$ cat config.mk
export PLATFORM = sky130hd
export DESIGN_NAME = sarcc_top
export DESIGN_NICKNAME = d
export VERILOG_FILES = /design/src/pkg/sarcc_pkg.sv /design/src/hdl/sarcc_top.sv /design/src/hdl/sarcc_clkgen.sv
export SDC_FILE = /design/constraint.sdc
export NUM_CORES = 1
export LEC_CHECK = 0
export ABC_AREA = 1
export BUFFER_PORTS_ARGS = -buffer_cell sky130_fd_sc_hd__buf_4
export CORE_MARGIN = 2
export CORE_UTILIZATION = 50
export CTS_CLUSTER_DIAMETER = 80
export DETAILED_ROUTE_END_ITERATION = 10
export PLACE_DENSITY = 0.75
export SLEW_MARGIN = 20
export SYNTH_ARGS = -nofsm -noshare
export SYNTH_HDL_FRONTEND = slang
export SYNTH_HIERARCHICAL = 1
export SYNTH_SLANG_ARGS = --single-unit
$ cat constraint.sdc
create_clock -name core_clk -period 1.71 [get_ports core_clk]
set_input_delay 0.2565 -clock core_clk [delete_from_list [all_inputs] [get_ports core_clk]]
set_output_delay 0.2565 -clock core_clk [all_outputs]
set_load 0.01 [all_outputs]
$ cat src/pkg/sarcc_pkg.sv
// Package of constants and carrier types for the SAR conversion control.
// Assumes one 100 MHz core clock and a plain register port.
package sarcc_pkg;

   // Core clock period in nanoseconds.
   localparam int CLK_PERIOD_NS = 10;

   // Least start-pulse width before release, in ns and cycles.
   localparam int START_MIN_NS = 500;
   localparam int START_MIN_CYC =
      (START_MIN_NS + CLK_PERIOD_NS - 1) / CLK_PERIOD_NS;

   // Fixed comparator settling delay after each conversion clock edge.
   localparam int SETTLE_NS = 200;
   localparam int SETTLE_CYC = (SETTLE_NS + CLK_PERIOD_NS - 1) / CLK_PERIOD_NS;

   // Default conversion clock divider, in core cycles per period.
   localparam int CONV_DIV_DEFAULT = 40;

   // Number of bits in a full and in a short-cycled conversion.
   localparam int FULL_BITS = 10;
   localparam int SHORT_BITS = 8;

   // Reset values.
   localparam logic [9:0] RESULT_RESET = 10'h000;
   localparam logic [9:0] TRIAL_START = 10'h200;

   // Interrupt status and mask layout.
   localparam int IRQ_DONE_BIT = 0;
   localparam int IRQ_ABORT_BIT = 1;
   localparam int IRQ_WIDTH = 2;

   // Register indices on the plain register port.
   localparam logic [3:0] REG_CTRL = 4'h0;
   localparam logic [3:0] REG_RESULT = 4'h1;
   localparam logic [3:0] REG_IRQ_STAT = 4'h2;
   localparam logic [3:0] REG_IRQ_MASK = 4'h3;

   // Control register bit positions.
   localparam int CTRL_INTCLK_BIT = 0;
   localparam logic [1:0] CTRL_RESET = 2'h0;

   // Sequencer states, one-hot.
   typedef enum logic [4:0] {
      SARCC_IDLE = 5'h01,
      SARCC_HOLD = 5'h02,
      SARCC_LEAD = 5'h04,
      SARCC_TRIAL = 5'h08,
      SARCC_DONE = 5'h10
   } sarcc_state_t;

   // Three-state pin carrier: value and enable.
   typedef struct packed {
      logic [9:0] data;
      logic [9:0] data_oe;
      logic status;
      logic status_oe;
      logic serial;
      logic serial_oe;
      logic strobe;
      logic strobe_oe;
   } sarcc_pins_t;

   // Software register port carrier.
   typedef struct packed {
      logic [3:0] addr;
      logic [31:0] wdata;
      logic wr;
      logic rd;
   } sarcc_bus_t;

endpackage

$ cat src/hdl/sarcc_top.sv
// Conversion control logic of a 10-bit successive-approximation converter.
// Assumes start, enables and comparator arrive asynchronously from pins.
// What this block does
// - While start is high the top result bit is set and the rest cleared.
// - Trials begin when start falls; start must be high 500 ns first.
// - A new start during a conversion restarts the whole sequence.
// - The top decision comes two conversion clocks plus 200 ns after start.
// - Each later decision comes one conversion clock after the last one.
// - A high comparator clears the trial bit, then the next bit is tried.
// - The result stays latched until a new conversion starts.
// - Short-cycle low ends after 8 decisions, high runs all 10.
// - High-byte enable low floats bits 9 and 8, high drives them.
// - Low-byte enable high drives bits 7 to 0, low floats them.
// - Status floats when its enable is low, else low busy, high done.
// - The serial output shows each decision and floats when idle.
// - The bit strobe gives 10 rising edges per conversion, else floats.
// - The internal clock runs only in a conversion, external runs free.
`timescale 1ns/1ns
module sarcc_top #(
   parameter int CONV_DIV = sarcc_pkg::CONV_DIV_DEFAULT
) (
   // Clock and reset.
   input wire logic core_clk,
   input wire logic rst_n,
   // Converter pins.
   input wire logic convert_start,
   input wire logic high_byte_enable,
   input wire logic low_byte_enable,
   input wire logic status_output_enable,
   input wire logic short_cycle_select,
   input wire logic comp_below,
   // Three-state outputs.
   output sarcc_pkg::sarcc_pins_t pins,
   // Register port.
   input wire sarcc_pkg::sarcc_bus_t bus,
   output logic [31:0] rdata,
   // Interrupt.
   output logic irq
);

   // Synchroniser stages for pin inputs.
   logic [5:0] meta_r;
   logic [5:0] sync_r;
   logic start_s;
   logic high_byte_enable_s;
   logic low_byte_enable_s;
   logic sten_s;
   logic sc_s;
   logic comp_s;
   logic start_d_r;
   logic start_fall;
   logic start_rise;

   // Sequencer state.
   sarcc_pkg::sarcc_state_t state_r;
   logic [9:0] result_r;
   logic [9:0] trial_r;
   logic [3:0] bits_r;
   logic [1:0] lead_r;
   logic [4:0] settle_r;
   logic pend_r;
   logic [15:0] hold_r;
   logic decide;
   logic busy;
   logic [3:0] nbits;

   // Software registers.
   logic [1:0] ctrl_r;
   logic [1:0] irq_stat_r;
   logic [1:0] irq_mask_r;
   logic [1:0] irq_set;
   logic tick;

   // Serial outputs.
   logic serial_r;
   logic strobe_r;
   logic [3:0] edges_r;

   // Two flip-flops on every pin input; only stage two is read.
   always_ff @(posedge core_clk or negedge rst_n) begin
      if (!rst_n) begin
         meta_r <= 6'h00;
         sync_r <= 6'h00;
      end else begin
         meta_r <= {comp_below, short_cycle_select, status_output_enable,
                    low_byte_enable, high_byte_enable, convert_start};
         sync_r <= meta_r;
      end
   end

   assign start_s = sync_r[0];
   assign high_byte_enable_s = sync_r[1];
   assign low_byte_enable_s = sync_r[2];
   assign sten_s = sync_r[3];
   assign sc_s = sync_r[4];
   assign comp_s = sync_r[5];

   // Start edge detection.
   always_ff @(posedge core_clk or negedge rst_n) begin
      if (!rst_n) begin
         start_d_r <= 1'b0;
      end else begin
         start_d_r <= start_s;
      end
   end

   assign start_fall = start_d_r && !start_s;
   assign start_rise = start_s && !start_d_r;
   assign busy = (state_r != sarcc_pkg::SARCC_DONE) &&
                 (state_r != sarcc_pkg::SARCC_IDLE);
   assign nbits = sc_s ? 4'(sarcc_pkg::FULL_BITS)
                       : 4'(sarcc_pkg::SHORT_BITS);

   // Conversion clock: gated to the conversion when internal is chosen.
   sarcc_clkgen #(
      .DIV(CONV_DIV)
   ) u_clkgen (
      .core_clk(core_clk),
      .rst_n(rst_n),
      .run(busy),
      .gated(ctrl_r[sarcc_pkg::CTRL_INTCLK_BIT]),
      .tick(tick)
   );

   // Settle delay after each conversion clock before the latch is clocked.
   always_ff @(posedge core_clk or negedge rst_n) begin
      if (!rst_n) begin
         settle_r <= 5'h00;
         pend_r <= 1'b0;
      end else if (state_r != sarcc_pkg::SARCC_TRIAL) begin
         settle_r <= 5'h00;
         pend_r <= 1'b0;
      end else if (tick) begin
         settle_r <= 5'(sarcc_pkg::SETTLE_CYC);
         pend_r <= 1'b1;
      end else if (pend_r && settle_r != 5'h00) begin
         settle_r <= settle_r - 5'h01;
      end else begin
         pend_r <= 1'b0;
      end
   end

   assign decide = pend_r && (settle_r == 5'h00);

   // Start-width counter, used to flag a too-short start pulse.
   always_ff @(posedge core_clk or negedge rst_n) begin
      if (!rst_n) begin
         hold_r <= 16'h0000;
      end else if (start_s) begin
         if (hold_r != 16'hffff) begin
            hold_r <= hold_r + 16'h0001;
         end
      end else begin
         hold_r <= 16'h0000;
      end
   end

   // Sequencer: hold while start high, lead-in, trials, then done.
   always_ff @(posedge core_clk or negedge rst_n) begin
      if (!rst_n) begin
         state_r <= sarcc_pkg::SARCC_IDLE;
         result_r <= sarcc_pkg::RESULT_RESET;
         trial_r <= sarcc_pkg::RESULT_RESET;
         bits_r <= 4'h0;
         lead_r <= 2'h0;
      end else if (start_s) begin
         state_r <= sarcc_pkg::SARCC_HOLD;
         result_r <= sarcc_pkg::TRIAL_START;
         trial_r <= sarcc_pkg::TRIAL_START;
         bits_r <= 4'h0;
         lead_r <= 2'h0;
      end else begin
         case (state_r)
            sarcc_pkg::SARCC_HOLD: begin
               if (start_fall) begin
                  state_r <= sarcc_pkg::SARCC_LEAD;
               end
            end
            sarcc_pkg::SARCC_LEAD: begin
               // One extra clock ahead of the first trial window.
               if (tick) begin
                  lead_r <= lead_r + 2'h1;
                  state_r <= sarcc_pkg::SARCC_TRIAL;
               end
            end
            sarcc_pkg::SARCC_TRIAL: begin
               if (decide) begin
                  if (comp_s) begin
                     result_r <= (result_r & ~trial_r) | (trial_r >> 1);
                  end else begin
                     result_r <= result_r | (trial_r >> 1);
                  end
                  trial_r <= trial_r >> 1;
                  bits_r <= bits_r + 4'h1;
                  if (bits_r + 4'h1 == nbits) begin
                     state_r <= sarcc_pkg::SARCC_DONE;
                     result_r <= comp_s ? (result_r & ~trial_r) : result_r;
                  end
               end
            end
            sarcc_pkg::SARCC_DONE: begin
               state_r <= sarcc_pkg::SARCC_DONE;
            end
            sarcc_pkg::SARCC_IDLE: begin
               state_r <= sarcc_pkg::SARCC_IDLE;
            end
            default: begin
               state_r <= sarcc_pkg::SARCC_IDLE;
            end
         endcase
      end
   end

   // Serial decision output and strobe: data set, then strobe rises.
   always_ff @(posedge core_clk or negedge rst_n) begin
      if (!rst_n) begin
         serial_r <= 1'b0;
         strobe_r <= 1'b0;
         edges_r <= 4'h0;
      end else if (state_r == sarcc_pkg::SARCC_HOLD) begin
         serial_r <= 1'b0;
         strobe_r <= 1'b0;
         edges_r <= 4'h0;
      end else if (decide) begin
         serial_r <= !comp_s;
         strobe_r <= 1'b0;
      end else if (pend_r == 1'b0 && state_r == sarcc_pkg::SARCC_TRIAL &&
                   edges_r < bits_r) begin
         strobe_r <= 1'b1;
         edges_r <= edges_r + 4'h1;
      end else if (state_r == sarcc_pkg::SARCC_DONE &&
                   edges_r < 4'(sarcc_pkg::FULL_BITS)) begin
         // Pad to ten edges; also gives the tenth edge of a full conversion.
         strobe_r <= !strobe_r;
         if (!strobe_r) begin
            edges_r <= edges_r + 4'h1;
         end
      end else if (state_r == sarcc_pkg::SARCC_DONE) begin
         strobe_r <= 1'b0;
      end
   end

   // Output pins, all from flip-flops.
   always_ff @(posedge core_clk or negedge rst_n) begin
      if (!rst_n) begin
         pins <= '0;
      end else begin
         pins.data <= result_r;
         pins.data_oe <= {{2{high_byte_enable_s}}, {8{low_byte_enable_s}}};
         pins.status <= (state_r == sarcc_pkg::SARCC_DONE);
         pins.status_oe <= sten_s;
         pins.serial <= serial_r;
         // Drivers stay on until the last strobe rise has been shown.
         pins.serial_oe <= (busy && (state_r != sarcc_pkg::SARCC_HOLD)) ||
                           (state_r == sarcc_pkg::SARCC_DONE &&
                            (edges_r < 4'(sarcc_pkg::FULL_BITS) ||
                             strobe_r));
         pins.strobe <= strobe_r;
         pins.strobe_oe <= busy || (state_r == sarcc_pkg::SARCC_DONE &&
                           (edges_r < 4'(sarcc_pkg::FULL_BITS) ||
                            strobe_r));
      end
   end

   // Interrupt events: done, and a start released too early.
   assign irq_set[sarcc_pkg::IRQ_DONE_BIT] =
      (state_r == sarcc_pkg::SARCC_TRIAL) && decide &&
      (bits_r + 4'h1 == nbits);
   assign irq_set[sarcc_pkg::IRQ_ABORT_BIT] =
      start_fall && (hold_r < 16'(sarcc_pkg::START_MIN_CYC));

   // Control and mask registers.
   always_ff @(posedge core_clk or negedge rst_n) begin
      if (!rst_n) begin
         ctrl_r <= sarcc_pkg::CTRL_RESET;
         irq_mask_r <= 2'h0;
      end else if (bus.wr) begin
         if (bus.addr == sarcc_pkg::REG_CTRL) begin
            ctrl_r <= bus.wdata[1:0];
         end
         if (bus.addr == sarcc_pkg::REG_IRQ_MASK) begin
            irq_mask_r <= bus.wdata[1:0];
         end
      end
   end

   // Sticky status: set wins over a write-one clear.
   always_ff @(posedge core_clk or negedge rst_n) begin
      if (!rst_n) begin
         irq_stat_r <= 2'h0;
      end else if (bus.wr && bus.addr == sarcc_pkg::REG_IRQ_STAT) begin
         irq_stat_r <= (irq_stat_r & ~bus.wdata[1:0]) | irq_set;
      end else begin
         irq_stat_r <= irq_stat_r | irq_set;
      end
   end

   // Interrupt output.
   always_ff @(posedge core_clk or negedge rst_n) begin
      if (!rst_n) begin
         irq <= 1'b0;
      end else begin
         irq <= |((irq_stat_r | irq_set) & irq_mask_r);
      end
   end

   // Read data, valid the cycle after the read strobe.
   always_ff @(posedge core_clk or negedge rst_n) begin
      if (!rst_n) begin
         rdata <= 32'h0000_0000;
      end else if (bus.rd) begin
         case (bus.addr)
            sarcc_pkg::REG_CTRL: rdata <= {30'h0, ctrl_r};
            sarcc_pkg::REG_RESULT: rdata <= {21'h0, busy, result_r};
            sarcc_pkg::REG_IRQ_STAT: rdata <= {30'h0, irq_stat_r};
            sarcc_pkg::REG_IRQ_MASK: rdata <= {30'h0, irq_mask_r};
            default: rdata <= 32'h0000_0000;
         endcase
      end else begin
         rdata <= 32'h0000_0000;
      end
   end

   // Assertion on the restart behaviour.
   property p_restart;
      @(posedge core_clk) disable iff (!rst_n)
      start_s |=> (result_r == sarcc_pkg::TRIAL_START);
   endproperty
   a_restart: assert property (p_restart) else $error("restart");

   // Output enable follows high-byte enable.
   property p_high_byte_enable;
      @(posedge core_clk) disable iff (!rst_n)
      high_byte_enable_s |=> pins.data_oe[9];
   endproperty
   a_high_byte_enable: assert property (p_high_byte_enable) else $error("high_byte_enable");

   // Result stays latched when done.
   property p_hold;
      @(posedge core_clk) disable iff (!rst_n)
      (state_r == sarcc_pkg::SARCC_DONE && !start_s) |=> $stable(result_r);
   endproperty
   a_hold: assert property (p_hold) else $error("hold");

   // Status reads low while the sequencer is busy.
   property p_status_busy;
      @(posedge core_clk) disable iff (!rst_n)
      busy |=> !pins.status;
   endproperty
   a_status_busy: assert property (p_status_busy) else $error("busy");

   // Status reads high once the conversion is done.
   property p_status_done;
      @(posedge core_clk) disable iff (!rst_n)
      (state_r == sarcc_pkg::SARCC_DONE) |=> pins.status;
   endproperty
   a_status_done: assert property (p_status_done) else $error("done");

   // A falling start moves the held sequencer into the lead-in.
   property p_lead;
      @(posedge core_clk) disable iff (!rst_n)
      (state_r == sarcc_pkg::SARCC_HOLD && start_fall) |=>
         (state_r == sarcc_pkg::SARCC_LEAD);
   endproperty
   a_lead: assert property (p_lead) else $error("lead");

endmodule

$ cat src/hdl/sarcc_clkgen.sv
// Conversion clock generator for the SAR conversion control.
// Assumes the core clock; produces one-cycle tick pulses per period.
`timescale 1ns/1ns
module sarcc_clkgen #(
   parameter int DIV = 40
) (
   // Clock and reset.
   input wire logic core_clk,
   input wire logic rst_n,
   // Control.
   input wire logic run,
   input wire logic gated,
   // Tick output.
   output logic tick
);

   logic [15:0] cnt_r;

   // A gated clock restarts its phase at each run, a free one never stops.
   always_ff @(posedge core_clk or negedge rst_n) begin
      if (!rst_n) begin
         cnt_r <= 16'h0000;
         tick <= 1'b0;
      end else if (gated && !run) begin
         cnt_r <= 16'h0000;
         tick <= 1'b0;
      end else if (cnt_r == 16'(DIV - 1)) begin
         cnt_r <= 16'h0000;
         tick <= 1'b1;
      end else begin
         cnt_r <= cnt_r + 16'h0001;
         tick <= 1'b0;
      end
   end

endmodule

==> impl_metrics.csv <==
group,metric,value,unit
synth,synth_area,5860,um2
layout,n_fill_cell,904,
layout,drive_above_1_share,20.7,%
synth,synth_most_common_cell,"nand2_1",
synth,netlist.area_leader.share,52.1,%
floorplan,io-pin-count,105,
setup_path,worstPathMaxFanout,8,
detailed_routing,remaining_drc_errors,0,
layout,areaGrowthSynthToFinish,25.3,%
global_routing,gr-total-overflow,0,
synth,netlist-cell-type-count,39,
floorplan,die_w,112,um
floorplan,die_area,12600,um2
clock_tree,ctsHtreeMaxLevel,4,
detailed_routing,postRouteAntennaNets,0,
floorplan,rows,39,
timing,hold_violations,0,
clock_tree,cts.sinks,123,
synth,synth_warnings,6,
floorplan,start_util,51.3,%
synth,synth_area_leaders,"dfrtp_1 (52%), nand2_1 (11%), nor2_1 (5.4%)",
layout,num_antenna_cells,0,
synth,synth_area_per_cell,8.37,um2
floorplan,core,11400,um2
layout,final_util,64.3,%
global_routing,grt_antenna_before_repair,0,
synth,async_flop_share,100,%
setup_path,worstPathArrival,2.03,ns
layout,design_area,7340,um2
synth,synth_edf_count,0,
clock_tree,clock_latency,0.43,ns
timing,min_period,1.66,ns
timing,tns,0,ns
synth,synth_cells,700,
synth,synth_ff_type,"dfrtp_1",
global_routing,grt_pass1_vias,4808,
global_routing,grt_pass1_wl,21.3,mm
place,placed_cell_area,6500,um2
setup_path,cp_cell_sequence,"ha_4 -> inv_2 -> nand2_2 -> nand3_2 -> nor2_4 -> nand3_2 -> nand2_4 -> buf_12 -> nand2_1 -> nand2_1",
detailed_routing,wl_per_cell,13.2,um
clock_tree,cts_tree,"done",
setup_path,cp-start-kind,"register",
place,io_buffers,53,
power_and_ir_drop,p_per_area,1030,nW/um2
global_routing,grt_max_degree,38,
setup_path,cpMaxStageDelayCell,"dfrtp_1",
power_and_ir_drop,ir_drop,707,uV
timing,clock_skew,0.0108,ns
place,gpl.final_weighted_congestion,0.884,
place,dp_hpwl,8.51,mm
detailed_routing,vias_per_cell,5.14,
layout,nets,848,
timing,setup_viol,0,
setup_path,crit_type,"reg2reg",
detailed_routing,first_pass_iters,5,
floorplan,die_y,112,um
clock_tree,path_clk_slew,0.06,ns
timing,rsz0062_at_grt,"yes",
clock_tree,clock_path_buffers,2,
synth,yosysTopAreaCell,"dfrtp_1",
clock_tree,root_buffer,"clkbuf_16",
synth,yosysSeqAreaShare,52.6,%
timing,timing.final.crit_share,97.1,%
detailed_routing,num_vias,4880,
setup_path,max_stage_delay,0.43,ns
run_status,status,"complete, no violations",
detailed_routing,routed_wl,12.5,mm
setup_path,crit_path_end_kind,"register",
setup_path,required,2.08,ns
timing,slew_violations,0,
synth,synth-seq-cells,123,
timing,max_freq,0.602,GHz
global_routing,track_usage,20.9,%
power_and_ir_drop,p_leak,3.77,nW
detailed_routing,initialDrtViolationCount,290,
synth,synthTopCellsByCount,"nand2_1 (173), dfrtp_1 (122), nor2_1 (85)",
clock_tree,numCtsBuffers,17,
worst_hold_path,min_path_type,"in2reg",
flow_run,drv_cap,0,
## timing repair
action	CTS	global route
gates cloned	0	2
pin swaps	2	8
resized for setup	2	31
setup buffers	2	1
endpoints found under the setup margin	7	27
hold buffers	7	0
endpoints found under the hold margin	30	0
## sequential cells by signal (all words and copies together), names as in the netlist
signal	cells
rdata	11
meta_r	6
irq_stat_r	2
start_d_r	1
pend_r	1
settle_r	5
result_r	10
sync_r	6
ctrl_r	2
bits_r	4
edges_r	4
hold_r	16
state_r	5
irq	1
trial_r	10
irq_mask_r	2
strobe_r	1
u_clkgen/cnt_r	16
serial_r	1
u_clkgen/tick	1
pins	18
## cells in the final DEF (no fill, tap or decap), types with 4 or more instances in the layout
| cell | instances |
|---|---|
| nand2_2 | 11 |
| buf_12 | 5 |
| o21ai_1 | 4 |
| buf_6 | 4 |
| ha_1 | 8 |
| clkbuf_8 | 5 |
| nand2_1 | 163 |
| dfrtp_1 | 121 |
| nor2_4 | 4 |
| nand3_1 | 56 |
| nand2_4 | 4 |
| conb_1 | 21 |
| nand4_1 | 20 |
| buf_4 | 73 |
| inv_2 | 4 |
| nor2_2 | 7 |
| o31ai_1 | 4 |
| nand3_2 | 4 |
| nor3_1 | 10 |
| a21oi_1 | 5 |
| o21ai_0 | 42 |
| inv_1 | 83 |
| clkinv_2 | 4 |
| clkbuf_16 | 17 |
| nor2_1 | 80 |
| dlygate4sd3_1 | 7 |
| xor2_1 | 6 |
| clkinvlp_4 | 4 |
| or2_2 | 7 |
## stage by stage
stage          hold WS (ns)  instances  power (mW)  worst slack, ns
5_1_grt               0.107        949        7.92          -0.0510
4_1_cts              0.0775        946        7.62           0.0483
3_3_place_gp          0.216        905        3.97           0.0577
3_5_place_dp          0.223        905        4.00          -0.0550
2_1_floorplan       -0.0391        720        3.75            0.119
6_report             0.0842        949        7.58           0.0494
## layer usage
layer | vias to the layer above | GRT usage, % | wire length [um]
li1 | 2384 | - | -
met1 | 2325 | 24.8 | 5240
met2 | 141 | 35.9 | 6360
met3 | 30 | 5.56 | 624
met4 | 0 | 9.27 | 320
met5 | - | 0 | 0
## worst max-delay path, delay by kind of cell (launching register included)
| kind | cells | cell delay (ns) |
|---|---|---|
| DFF | 1 | 0.43 |
| adders and majority gates | 1 | 0.30 |
| and+or+nand+nor | 7 | 0.70 |
| buffers and inverters | 2 | 0.16 |
## final cells by class
cell class | instances | area [um2] | area share (%)
Sequential cell | 123 | 3080 | 42.0
Multi-Input combinational cell | 473 | 2370 | 32.3
Timing Repair Buffer | 90 | 768 | 10.5
Clock buffer | 22 | 494 | 6.73
Inverter | 88 | 332 | 4.52
Tap cell | 143 | 179 | 2.44
Clock inverter | 10 | 114 | 1.55
## logic make-up (layout without fill, tap and decap cells)
group	after synthesis	after routing	share of synthesized area [%]
other	1	21	0.0640
buffers and inverters	125	210	10.0
AOI/OAI and AO/OA	61	61	5.57
and+or+nand+nor	374	375	28.8
adders and majority gates	9	9	1.92
DFF	123	123	52.6
xor gates and xnor gates	7	7	1.05
## power breakdown
group | internal (mW) | switching (mW)
clock network | 2.33 | 1.27
registers | 3.09 | 0.154
logic | 0.300 | 0.436
total | 5.72 | 1.86
## final timing paths
kind                            from                 end  slack, ns  cells past startpoint
setup / recovery           bits_r[1]         result_r[8]       0.05                     10
max in group asynchronous      rst_n  u_clkgen/cnt_r[11]       0.79                      3
min in group asynchronous      rst_n         result_r[4]       0.32                      2
hold reg to reg            sync_r[1]            pins[14]       0.35                      0
hold / removal                bus[0]            rdata[1]       0.08                      3
setup reg to reg           bits_r[1]         result_r[8]       0.05                     10
(Power assumes the default switching activity.)
